--- src/hdl/csel_pkg.sv ---
package csel_pkg;
    localparam int NUM_SEL = 4;
    localparam int ADDR_W = 32;
    localparam int SPACE_W = 4;
    localparam int BLK_W = 24;              // address bits 31..8 decoded; 256-byte minimum block
    localparam int WAIT_W = 2;
    localparam logic [1:0] BOOT_WAIT = 2'h3;
    localparam logic [1:0] FAST_WAIT = 2'h0;
    localparam logic [1:0] RST_WAIT = 2'h0;
    localparam logic [31:0] BOOT_SP_ADDR = 32'h00000000;
    localparam logic [31:0] BOOT_PC_ADDR = 32'h00000004;
    typedef enum logic {PORT_8, PORT_16} port_width_t;
    typedef struct packed {
        logic [BLK_W-1:0] base;
        logic [SPACE_W-1:0] space_code;
        logic write_protect;
        logic fast_term_en;
        logic entry_valid;
    } base_reg_t;
    typedef struct packed {
        logic [BLK_W-1:0] mask;
        logic [SPACE_W-1:0] space_code_mask;
        port_width_t port_width_sel;
        logic [WAIT_W-1:0] ack_delay_sel;
    } mask_reg_t;
    localparam int BASE_REG_W = BLK_W + SPACE_W + 3;
    localparam int MASK_REG_W = BLK_W + SPACE_W + 1 + WAIT_W;
endpackage
--- src/hdl/csel_cfg_if.sv ---
interface csel_cfg_if;
    import csel_pkg::*;
    base_reg_t base;
    mask_reg_t mask;
    logic hit;
    logic wr_blocked;
    modport decoder (input base, input mask, output hit, output wr_blocked);
    modport top (output base, output mask, input hit, input wr_blocked);
endinterface

--- src/hdl/chip_select_decoder.sv ---
// Functional notes
// - four chip selects, each with its own base and mask register pair
// - a select's settings act only while its entry_valid bit is set
// - block starts at base; mask sets power-of-two size, 256 bytes to 4G
// - 8-bit port on data lines 15-8; 16-bit port odd, even, word
// - port width per select comes from port_width_sel in mask register
// - write_protect_bit set refuses writes inside that select's range
// - fast_term_en acknowledges early for a two-cycle external access
// - internal acknowledge after zero to three wait states per ack_delay_sel
// - address bits 31-8 decoded plus optional space-code check under mask
// - after reset boot_select asserts for all addresses except internal ones
// - in global mode boot_select is 16-bit, three wait states, any space
// - boot memory supplies stack pointer at 0 and program counter at 4
// - global mode lasts until select 0 entry_valid is set
// - global mode returns only through system reset
module chip_select_decoder (
    input wire logic clk,
    input wire logic arst_n,
    input wire csel_pkg::base_reg_t base_cfg [csel_pkg::NUM_SEL],
    input wire csel_pkg::mask_reg_t mask_cfg [csel_pkg::NUM_SEL],
    input wire logic cycle_start,
    input wire logic [31:0] addr,
    input wire logic [csel_pkg::SPACE_W-1:0] space,
    input wire logic wr,
    input wire logic internal_access,
    output logic [csel_pkg::NUM_SEL-1:0] sel_n,
    output logic global_mode,
    output logic access_refused,
    output logic port_16,
    output logic transfer_ack,
    output logic busy
);
    import csel_pkg::*;

    typedef enum logic [1:0] {IDLE, WAIT, ACK} state_t;
    state_t state_ff, nxt_state;
    logic global_ff;
    logic [NUM_SEL-1:0] sel_ff, nxt_sel;
    logic port16_ff, nxt_port16;
    logic refused_ff, nxt_refused;
    logic [WAIT_W-1:0] wait_ff, nxt_wait;

    wire logic [NUM_SEL-1:0] hit;
    wire logic [NUM_SEL-1:0] blocked;
    wire logic [NUM_SEL-1:0] sel_hit;
    wire logic [$clog2(NUM_SEL)-1:0] win;
    wire logic any_hit;
    wire logic boot_hit;
    wire logic start_ok;
    wire logic refuse;
    wire logic go_ext;
    wire logic fast;
    wire logic wide;
    wire logic [WAIT_W-1:0] delay;
    wire logic wait_done;

    genvar g;
    generate
        for (g = 0; g < NUM_SEL; g++) begin : g_sel
            csel_cfg_if cfg ();
            assign cfg.base = base_cfg[g];
            assign cfg.mask = mask_cfg[g];
            assign hit[g] = cfg.hit;
            assign blocked[g] = cfg.wr_blocked;
            csel_match u_match (
                .addr(addr),
                .space(space),
                .wr(wr),
                .cfg(cfg)
            );
        end
    endgenerate

    // lowest select wins overlapping ranges so only one strobe drives a device
    assign win = hit[0] ? 2'd0 : hit[1] ? 2'd1 : hit[2] ? 2'd2 : 2'd3;
    assign any_hit = |hit;
    // global mode: select 0 answers every external address, any space
    assign boot_hit = global_ff && !internal_access;
    // protection is ignored while booting so the boot memory stays writable
    assign refuse = !global_ff && any_hit && blocked[win];
    // internal cycles never run on the external bus
    assign start_ok = cycle_start && (state_ff == IDLE) && !internal_access;
    assign go_ext = boot_hit || (any_hit && !refuse);
    assign sel_hit = boot_hit ? 4'h1 : (go_ext ? (4'h1 << win) : 4'h0);

    // fast termination skips the wait state count entirely
    assign fast = !boot_hit && base_cfg[win].fast_term_en;
    assign wide = boot_hit || (mask_cfg[win].port_width_sel == PORT_16);
    assign delay = boot_hit ? BOOT_WAIT : mask_cfg[win].ack_delay_sel;
    assign wait_done = (wait_ff == '0);

    always_comb begin
        nxt_state = state_ff;
        nxt_sel = sel_ff;
        nxt_port16 = port16_ff;
        nxt_refused = 1'b0;
        nxt_wait = wait_ff;
        unique case (state_ff)
            IDLE: begin
                if (start_ok && refuse) begin
                    // refused write: no strobe, no acknowledge
                    nxt_refused = 1'b1;
                end else if (start_ok && go_ext) begin
                    nxt_sel = sel_hit;
                    nxt_port16 = wide;
                    nxt_wait = fast ? FAST_WAIT : delay;
                    nxt_state = fast ? ACK : WAIT;
                end
            end
            WAIT: begin
                if (wait_done) begin
                    nxt_state = ACK;
                end else begin
                    nxt_wait = wait_ff - 2'h1;
                end
            end
            ACK: begin
                // strobe drops with the acknowledge so back-to-back cycles stay apart
                nxt_state = IDLE;
                nxt_sel = '0;
            end
            default: begin
                nxt_state = IDLE;
                nxt_sel = '0;
            end
        endcase
    end

    always_ff @(posedge clk or negedge arst_n) begin
        if (!arst_n) begin
            state_ff <= IDLE;
            sel_ff <= '0;
            port16_ff <= 1'b0;
            refused_ff <= 1'b0;
            wait_ff <= RST_WAIT;
        end else begin
            state_ff <= nxt_state;
            sel_ff <= nxt_sel;
            port16_ff <= nxt_port16;
            refused_ff <= nxt_refused;
            wait_ff <= nxt_wait;
        end
    end

    // only reset sets global mode; clearing entry_valid later does not
    always_ff @(posedge clk or negedge arst_n) begin
        if (!arst_n) begin
            global_ff <= 1'b1;
        end else if (base_cfg[0].entry_valid) begin
            global_ff <= 1'b0;
        end
    end

    assign sel_n = ~sel_ff;
    assign global_mode = global_ff;
    assign access_refused = refused_ff;
    assign port_16 = port16_ff;
    assign transfer_ack = (state_ff == ACK);
    assign busy = (state_ff != IDLE);
endmodule

--- src/hdl/csel_match.sv ---
module csel_match (
    input wire logic [31:0] addr,
    input wire logic [csel_pkg::SPACE_W-1:0] space,
    input wire logic wr,
    csel_cfg_if.decoder cfg
);
    import csel_pkg::*;
    wire logic addr_ok;
    wire logic space_ok;
    // masked bits are don't-care, so the block is a power of two at base
    assign addr_ok = ((addr[31:8] ^ cfg.base.base) & ~cfg.mask.mask) == '0;
    assign space_ok = ((space ^ cfg.base.space_code) & ~cfg.mask.space_code_mask) == '0;
    assign cfg.hit = cfg.base.entry_valid && addr_ok && space_ok;
    assign cfg.wr_blocked = cfg.hit && wr && cfg.base.write_protect;
endmodule

--- config.mk ---
export PLATFORM = sky130hd
export DESIGN_NAME = chip_select_decoder
export DESIGN_NICKNAME = d
export VERILOG_FILES = /design/src/hdl/csel_pkg.sv /design/src/hdl/csel_cfg_if.sv /design/src/hdl/chip_select_decoder.sv /design/src/hdl/csel_match.sv
export SDC_FILE = /design/constraint.sdc
export NUM_CORES = 1
export LEC_CHECK = 0
export BUFFER_PORTS_ARGS = -buffer_cell sky130_fd_sc_hd__buf_4
export CORE_AREA = 8 8 110 112
export DETAILED_ROUTE_END_ITERATION = 12
export DIE_AREA = 0 0 118 120
export SKIP_LAST_GASP = 1
export SYNTH_ARGS = -nofsm -noshare
export SYNTH_HDL_FRONTEND = slang
export SYNTH_SLANG_ARGS = --single-unit
--- constraint.sdc ---
create_clock -name clk -period 3.5 [get_ports clk]
set_input_delay 0.175 -clock clk [delete_from_list [all_inputs] [get_ports clk]]
set_output_delay 0.175 -clock clk [all_outputs]
set_load 0.01 [all_outputs]
==> run_results.csv, run 1 <==
group,metric,value,unit
place,port-buffer-count,289,
sta,grt_setup_unrepaired,"false",
grt,grt_first_pass_wirelength,22200,um
sta,period_minus_slack,2.61,ns
sta,max_freq,0.383,GHz
route,drcViolationCount,0,
clock_network,clkLatencyLatePin,0.24,ns
sta,post-route-period-util,74.6,%
place,final_weighted_congestion_in_routability_driven_placement,0.890,
layout,layout.filler_cells,1061,
critical_path,critical-path-top-cell-by-count,"o31ai_1",
layout,multi_input_comb_area,2150,um^2
floorplanning,die_wd,118,um
clock_network,clock_tree_from_tritoncts,"done",
floorplanning,io-pin-count,298,
critical_path,cp.arrival,2.72,ns
layout,ff_latch_area,277,um^2
grt,antenna_violations_before_repair,1,
critical_path,critical_path.startpoint_type,"primary input",
sta,finalClockSkew,0.00349,ns
route,wirelength,15600,um
critical_path,max_stage_delay,0.54,ns
layout,final_design_area_no_fill,4880,um^2
sta,setup_violations,0,
critical_path,worst_path_max_delay_cell,"nand4_1",
clock_network,cts.repair.resized,0,
sta,fin_tns_setup,0,ns
yosys,synth_nets,615,
yosys,synth_sequential_area_ratio,10.2,%
sta,timing_hold_violations_final,0,
power_and_ir_drop,power.ir.vdd_worst,0.130,mV
route,drt-pass1-iter-count,4,
floorplanning,floorplan.initialDensity,25.7,%
clock_network,root_buffer,"clkbuf_8",
clock_network,numClockSinks,11,
floorplanning,design.core.area,10500,um^2
place,post-dp-hpwl,14600,um
sta,worst-slew-pin-transition,0.590,ns
floorplanning,die_outline_area,14200,um^2
place,placedInstanceArea,4820,um^2
clock_network,cts-buffers-inserted,3,
critical_path,critical_path.top_delay_family,"compound AO/OA/AOI/OAI gates",
clock_network,clk_pin_slew,0.05,ns
layout,final_layout_size_suffix_gt1_share,54.3,%
yosys,number_of_enable_flip_flop_cells_after_synthesis,0,
critical_path,critical_path.cell_chain,"buf_4 -> xnor2_1 -> o22ai_1 -> nor4_1 -> nand4_1 -> o21a_1 -> a21oi_4 -> o21bai_4 -> o31ai_1 -> o31ai_1",
yosys,syn_inst,325,
power_and_ir_drop,p_leak,2.24,nW
route,ant_nets,0,
flow_run,maxCapViolations,0,
route,avgRoutedWirePerCell,21.3,um
power_and_ir_drop,power-per-cell-area,174,nW/um^2
critical_path,crit_path_buffers_inverters,1,
yosys,post_synth_instance_area,2700,um^2
layout,diodes,0,
grt,grt.overflow.total,0,
sta,finalMaxSlewViolations,0,
yosys,synth_seq_cells,11,
critical_path,critical_path.endpoint_type,"flop",
route,routed_vias_inst,4.69,
clock_network,cts_hold_repair.buffers,1,
yosys,synthesis.area_per_instance,8.32,um^2
yosys,ys_dominant_reg_cell,"dfrtp_1",
critical_path,path_max_fanout,12,
min_path,path_class_of_the_lowest_slack_min_delay_path,"in2reg",
clock_network,cts-htree-levels,1,
yosys,synth_async_sr_flop_share,100,%
yosys,yosys_warnings,0,
route,via_count,3416,
grt,vias_in_the_first_global_route,3864,
clock_network,clock_path_buffers,2,
critical_path,cp.required,3.60,ns
clock_network,cts_setup_buffers,0,
critical_path,timing.setup.critical_path_class,"in2reg",
yosys,synth_cell_type_count,52,
grt,aggregate_global_route_resource_usage,20.7,%
layout,areaGrowthSynthToFinish,80.5,%
floorplanning,floorplan.rows,38,
sta,worst_slew_margin_rel,60.3,%
run_status,outcome,"finished, final reports clean",
grt,grt_max_degree,13,
layout,finish.net_count,880,
route,drt_first_iter_violations,115,
floorplanning,die_y,120,um
[layout by cell type (no fill, tap or decap), types with 2 or more instances in the layout]
cell,count
a21oi_1,6
a22oi_1,2
a41o_2,2
buf_4,289
clkbuf_8,3
dfrtp_1,10
inv_1,15
mux2i_1,4
nand2_1,3
nand2b_1,2
nand3_1,2
nand4_1,5
nor2_1,16
nor2b_1,6
nor3_1,3
nor3_2,2
nor4_1,8
nor4_2,3
nor4_4,3
o211ai_1,2
o21a_1,3
o21ai_0,5
o21ai_1,3
o22ai_1,50
o22ai_2,2
o31ai_1,4
xnor2_1,106
xnor2_2,5
[Yosys cell counts (2+ instances only)]
| cell | n | area (um^2) |
|---|---|---|
| a21oi_1 | 6 | 30.0 |
| a22oi_1 | 2 | 15.0 |
| a41o_2 | 2 | 22.5 |
| buf_2 | 17 | 85.1 |
| buf_6 | 12 | 135 |
| dfrtp_1 | 10 | 250 |
| inv_1 | 15 | 56.3 |
| mux2i_1 | 4 | 40.0 |
| nand2_1 | 3 | 11.3 |
| nand2b_1 | 2 | 12.5 |
| nand3_1 | 2 | 10.0 |
| nand4_1 | 5 | 31.3 |
| nor2_1 | 16 | 60.1 |
| nor2b_1 | 6 | 37.5 |
| nor3_1 | 3 | 15.0 |
| nor3_2 | 2 | 20.0 |
| nor4_1 | 8 | 50.1 |
| nor4_2 | 3 | 37.5 |
| nor4_4 | 3 | 63.8 |
| o211ai_1 | 2 | 15.0 |
| o21a_1 | 3 | 22.5 |
| o21ai_0 | 5 | 25.0 |
| o21ai_1 | 3 | 15.0 |
| o22ai_1 | 50 | 313 |
| o22ai_2 | 2 | 25.0 |
| o31ai_1 | 4 | 30.0 |
| xnor2_1 | 106 | 928 |
| xnor2_2 | 5 | 81.3 |
[registers in the layout, summed over array words and instances (netlist names)]
name / count
access_refused: 1
global_mode: 1
port_16: 1
sel_ff: 4
state_ff: 2
wait_ff: 2
[where the power goes]
| part | internal (W) | total (W) | switching, W |
|---|---|---|---|
| logic | 0.000355 | 0.000583 | 0.000228 |
| clock network | 0.0000799 | 0.000127 | 0.0000471 |
| registers | 0.000134 | 0.000137 | 0.00000291 |
[layout make-up]
type / instances / share of cell area (%)
Clock buffer: 4 / 0.923
Sequential cell: 11 / 5.67
Multi-Input combinational cell: 269 / 44.0
Timing Repair Buffer: 290 / 44.7
Tap cell: 140 / 3.59
Inverter: 15 / 1.15
[metrics by stage]
step                      hold slack [ns]  setup WS [ns]  util, %  total power, W  cells
after global placement             0.0142          0.702     45.9        0.000719    724
after floorplan                    -0.121           1.46        -        0.000419    325
after global routing               0.0602          0.689     46.4        0.000904    729
final                              0.0577          0.889     46.4        0.000847    729
after CTS                          0.0542          0.885     46.4        0.000859    729
after detailed placement           0.0180          0.635     45.9        0.000728    724
[worst paths after layout]
| path | start | endpoint | slack (ns) | depth (start not counted) |
|---|---|---|---|---|
| worst min register to register | wait_ff[0]$_DFFE_PN0P_ | wait_ff[0]$_DFFE_PN0P_ | 0.47 | 1 |
| worst max-delay path | space[3] | wait_ff[0]$_DFFE_PN0P_ | 0.89 | 10 |
| worst max register to register | state_ff[1]$_DFFE_PN0P_ | wait_ff[0]$_DFFE_PN0P_ | 1.42 | 5 |
| worst min-delay path | base_cfg[93] | global_mode$_DFFE_PN1P_ | 0.06 | 2 |
| min in group asynchronous | arst_n | sel_ff[0]$_DFFE_PN0P_ | 0.31 | 2 |
| max in group asynchronous | arst_n | global_mode$_DFFE_PN1P_ | 2.97 | 2 |
[logic make-up after synthesis]
family | count (synthesis) | share of synthesized area (%)
muxes | 4 | 1.48
AOI/OAI and AO/OA | 91 | 23.8
adders and majority gates | 1 | 0.463
xor gates and xnor gates | 112 | 38.4
buffers and inverters | 45 | 10.4
and+or+nand+nor | 61 | 15.3
DFF | 11 | 10.2
[routing by layer]
metal  global-route usage, %  wire, um
met2                    39.1      8110
met1                    22.8      6030
met5                       0        11
met3                    6.20      1250
met4                    2.64       144
No activity file was read; power rests on OpenSTA's default activity.
==> inputs of run 2 (changes only) <==
Settings changed: ABC_AREA from default to 1, CORE_AREA 8 8 110 112 to default, CORE_MARGIN from default to 8, CORE_UTILIZATION from default to 30, DIE_AREA 0 0 118 120 to default.
Clock period 3.5 ns to 2.3 ns, I/O delays scaled along.
==> run 2 against run 1 <==
Net effect: critical path depth up 7; synthesized cell count rose to 2.9 times the previous value; sequential power up 65%; clock power rose to 2.6 times the previous value; flip-flop and latch count unchanged; area after synthesis up 59%; global-route usage up 2.3 points; routed wire length up 40%; hold slack worse by 0.021 ns; critical path type unchanged; highest routed layer is now met4.
==> run_results.csv, run 2 <==
group,metric,value,unit
layout,layout.filler_cells,1654,
min_path,path_class_of_the_lowest_slack_min_delay_path,"in2reg",
power_and_ir_drop,p_leak,4.36,nW
floorplanning,floorplan.initialDensity,30.2,%
floorplanning,floorplan.rows,44,
yosys,yosys_warnings,0,
critical_path,rr_endpoint,"sel_ff[1]$_DFFE_PN0P_",
power_and_ir_drop,power-per-cell-area,269,nW/um^2
clock_network,clock_path_buffers,2,
layout,final_design_area_no_fill,6800,um^2
min_path,min_delay_path_depth,2,
layout,registers.top_by_ff_count,"sel_ff",
critical_path,path_max_fanout,13,
critical_path,cp.arrival,1.92,ns
grt,antenna_violations_before_repair,0,
floorplanning,die_y,136,um
sta,grt_setup_unrepaired,"false",
yosys,dominant_cell_type_by_area_after_synthesis,"nand2_1",
sta,worst_slew_margin_rel,73.3,%
clock_network,clkLatencyLatePin,0.24,ns
floorplanning,design.core.area,14300,um^2
min_path,min_from,"base_cfg[93]",
sta,worst-slew-pin-transition,0.397,ns
yosys,netlist.area_leader.share,36.8,%
sta,period_minus_slack,1.79,ns
layout,diodes,0,
clock_network,cts_setup_buffers,0,
clock_network,clock_tree_from_tritoncts,"done",
layout,mostFrequentLayoutCells,"423 x nand2_1, 290 x buf_4, 179 x inv_1, 116 x nor2_1, 60 x nand3b_1",
route,avgRoutedWirePerCell,15.3,um
run_status,outcome,"finished, final reports clean",
grt,aggregate_global_route_resource_usage,23.0,%
critical_path,number_of_cells_traversed_by_the_worst_register_to_register_path,10,
layout,areaGrowthSynthToFinish,57.6,%
clock_network,root_buffer,"clkbuf_16",
yosys,syn_inst,941,
layout,finalNonFillerCells,1419,
power_and_ir_drop,power.ir.vdd_worst,0.249,mV
clock_network,clk_pin_slew,0.04,ns
critical_path,timing.setup.critical_path_class,"in2reg",
layout,final_layout_size_suffix_gt1_share,27.5,%
place,port-buffer-count,289,
min_path,end_of_the_worst_hold_path,"global_mode$_DFFE_PN1P_",
yosys,ys_dominant_reg_cell,"dfrtp_1",
clock_network,cts-buffers-inserted,3,
clock_network,numClockSinks,11,
layout,largest_reg_flops,4,
route,drt-pass1-iter-count,5,
grt,grt_max_degree,14,
route,via_count,6397,
critical_path,rrSetupSlack,0.85,ns
sta,timing_hold_violations_final,0,
floorplanning,die_outline_area,18500,um^2
sta,finalClockSkew,0.00525,ns
yosys,synth_async_sr_flop_share,100,%
place,placedInstanceArea,6710,um^2
route,drt_first_iter_violations,345,
floorplanning,io-pin-count,298,
critical_path,critical_path.endpoint_type,"flop",
yosys,synthesis.area_per_instance,4.58,um^2
yosys,synth.cells.most_frequent,"423 x nand2_1, 179 x inv_1, 116 x nor2_1",
place,final_weighted_congestion_in_routability_driven_placement,0.888,
floorplanning,die_wd,136,um
sta,fin_tns_setup,0,ns
grt,grt_first_pass_wirelength,33300,um
layout,biggestRegsByFlops,"sel_ff: 4 flops, state_ff: 2 flops, wait_ff: 2 flops",
sta,post-route-period-util,77.9,%
yosys,yosys.cell_count.top_type,"nand2_1",
clock_network,cts-htree-levels,1,
sta,max_freq,0.558,GHz
yosys,synth_seq_cells,11,
yosys,synth_cell_type_count,30,
yosys,ys_top_cells_by_area,"nand2_1 37%, inv_1 16%, nand3b_1 10%",
place,post-dp-hpwl,20000,um
critical_path,worstReg2RegStart,"global_mode$_DFFE_PN1P_",
yosys,synth_nets,1231,
sta,setup_violations,0,
layout,final_common_cell,"nand2_1",
route,routed_vias_inst,4.51,
flow_run,maxCapViolations,0,
critical_path,critical_path.startpoint_type,"primary input",
yosys,post_synth_instance_area,4310,um^2
route,drcViolationCount,0,
route,ant_nets,0,
sta,finalMaxSlewViolations,0,
grt,grt.overflow.total,0,
grt,vias_in_the_first_global_route,6464,
critical_path,cp.required,2.43,ns
layout,finish.net_count,1526,
route,wirelength,21800,um
place,numPlacedInstances,1414,
yosys,synth_sequential_area_ratio,6.42,%
yosys,number_of_enable_flip_flop_cells_after_synthesis,0,
-- run 2: cell types whose count changed in the layout (fill, tap and decap cells not counted), moves of 12 or more --
cell / delta
nand3_1: +47
inv_1: +164
o22ai_1: -50
nor2_1: +100
inv_2: +12
nand2_1: +420
xnor2_1: -106
nand3b_1: +60
nand4_1: +13
a21oi_1: +12
-- run 2: worst max-delay path by stage --
stage              from                      to  slack, ns  cells after the start
2_1_floorplan  addr[17]  wait_ff[0]$_DFFE_PN0P_       0.75                     16
3_3_place_gp   addr[23]   sel_ff[2]$_DFFE_PN0P_       0.31                     17
3_5_place_dp   addr[13]   sel_ff[1]$_DFFE_PN0P_       0.27                     17
4_1_cts        addr[13]   sel_ff[1]$_DFFE_PN0P_       0.51                     17
5_1_grt        addr[21]   sel_ff[0]$_DFFE_PN0P_       0.22                     19
6_report       addr[13]   sel_ff[1]$_DFFE_PN0P_       0.51                     17
-- run 2: repair_timing --
action | 4_1_cts | 5_1_grt
resized for setup | 0 | 0
hold buffers | 1 | 0
hold endpoints to repair | 11 | 0
-- run 2: per-stage QoR --
stage	hold WS, ns	utilization (%)	setup slack, ns	total power, W
detailed placement	-0.0343	47.0	0.270	0.00150
CTS	0.0391	47.7	0.507	0.00183
finish	0.0364	47.7	0.508	0.00183
global placement	-0.0346	47.0	0.313	0.00149
floorplan	-0.181	-	0.746	0.000849
global route	0.0366	47.7	0.217	0.00201
-- run 2: power by group --
part	switching (W)	internal [W]	leakage (nW)
combinational	0.000675	0.000602	4.17
sequential	0.0000139	0.000212	0.149
clock	0.0000915	0.000233	0.0382
-- run 2: cell type report --
| cell class | instances | area, um^2 | area share, % |
|---|---|---|---|
| multi-input cells | 738 | 3310 | 48.6 |
| repair buffers | 291 | 2190 | 32.2 |
| inverters | 191 | 717 | 10.6 |
| flip-flops and latches | 11 | 277 | 4.07 |
| well taps | 184 | 230 | 3.39 |
| clock buffers | 4 | 78.8 | 1.16 |
-- run 2: logic make-up after synthesis --
group / count (synthesis) / synth area share (%)
AO/OA/AOI/OAI: 31 / 3.95
adder cells (fa/ha/maj): 1 / 0.290
buffers and inverters: 192 / 16.9
flip-flops: 11 / 6.42
AND/OR/NAND/NOR: 706 / 72.5
-- run 2: per-layer routing --
layer	part of all wire, %	global-route usage (%)	up-vias
met4	0.98	2.38	0
met3	10	6.28	12
met2	48	41.9	250
li1	-	-	3413
met1	41	27.0	2722
met5	0	0	-
-- run 2: worst max-delay path, stage by stage --
cell,delay [ns]
buf_4,0.14
inv_1,0.11
nand2_1,0.07
nand3b_1,0.20
nand2_1,0.08
nor2_1,0.10
nand2_1,0.09
nor2_4,0.15
nand2_4,0.13
o21bai_2,0.16
inv_1,0.08
nand2_2,0.10
nand2_4,0.09
nand2_4,0.10
nand2_2,0.08
nand2_1,0.07
nand2_1,0.05
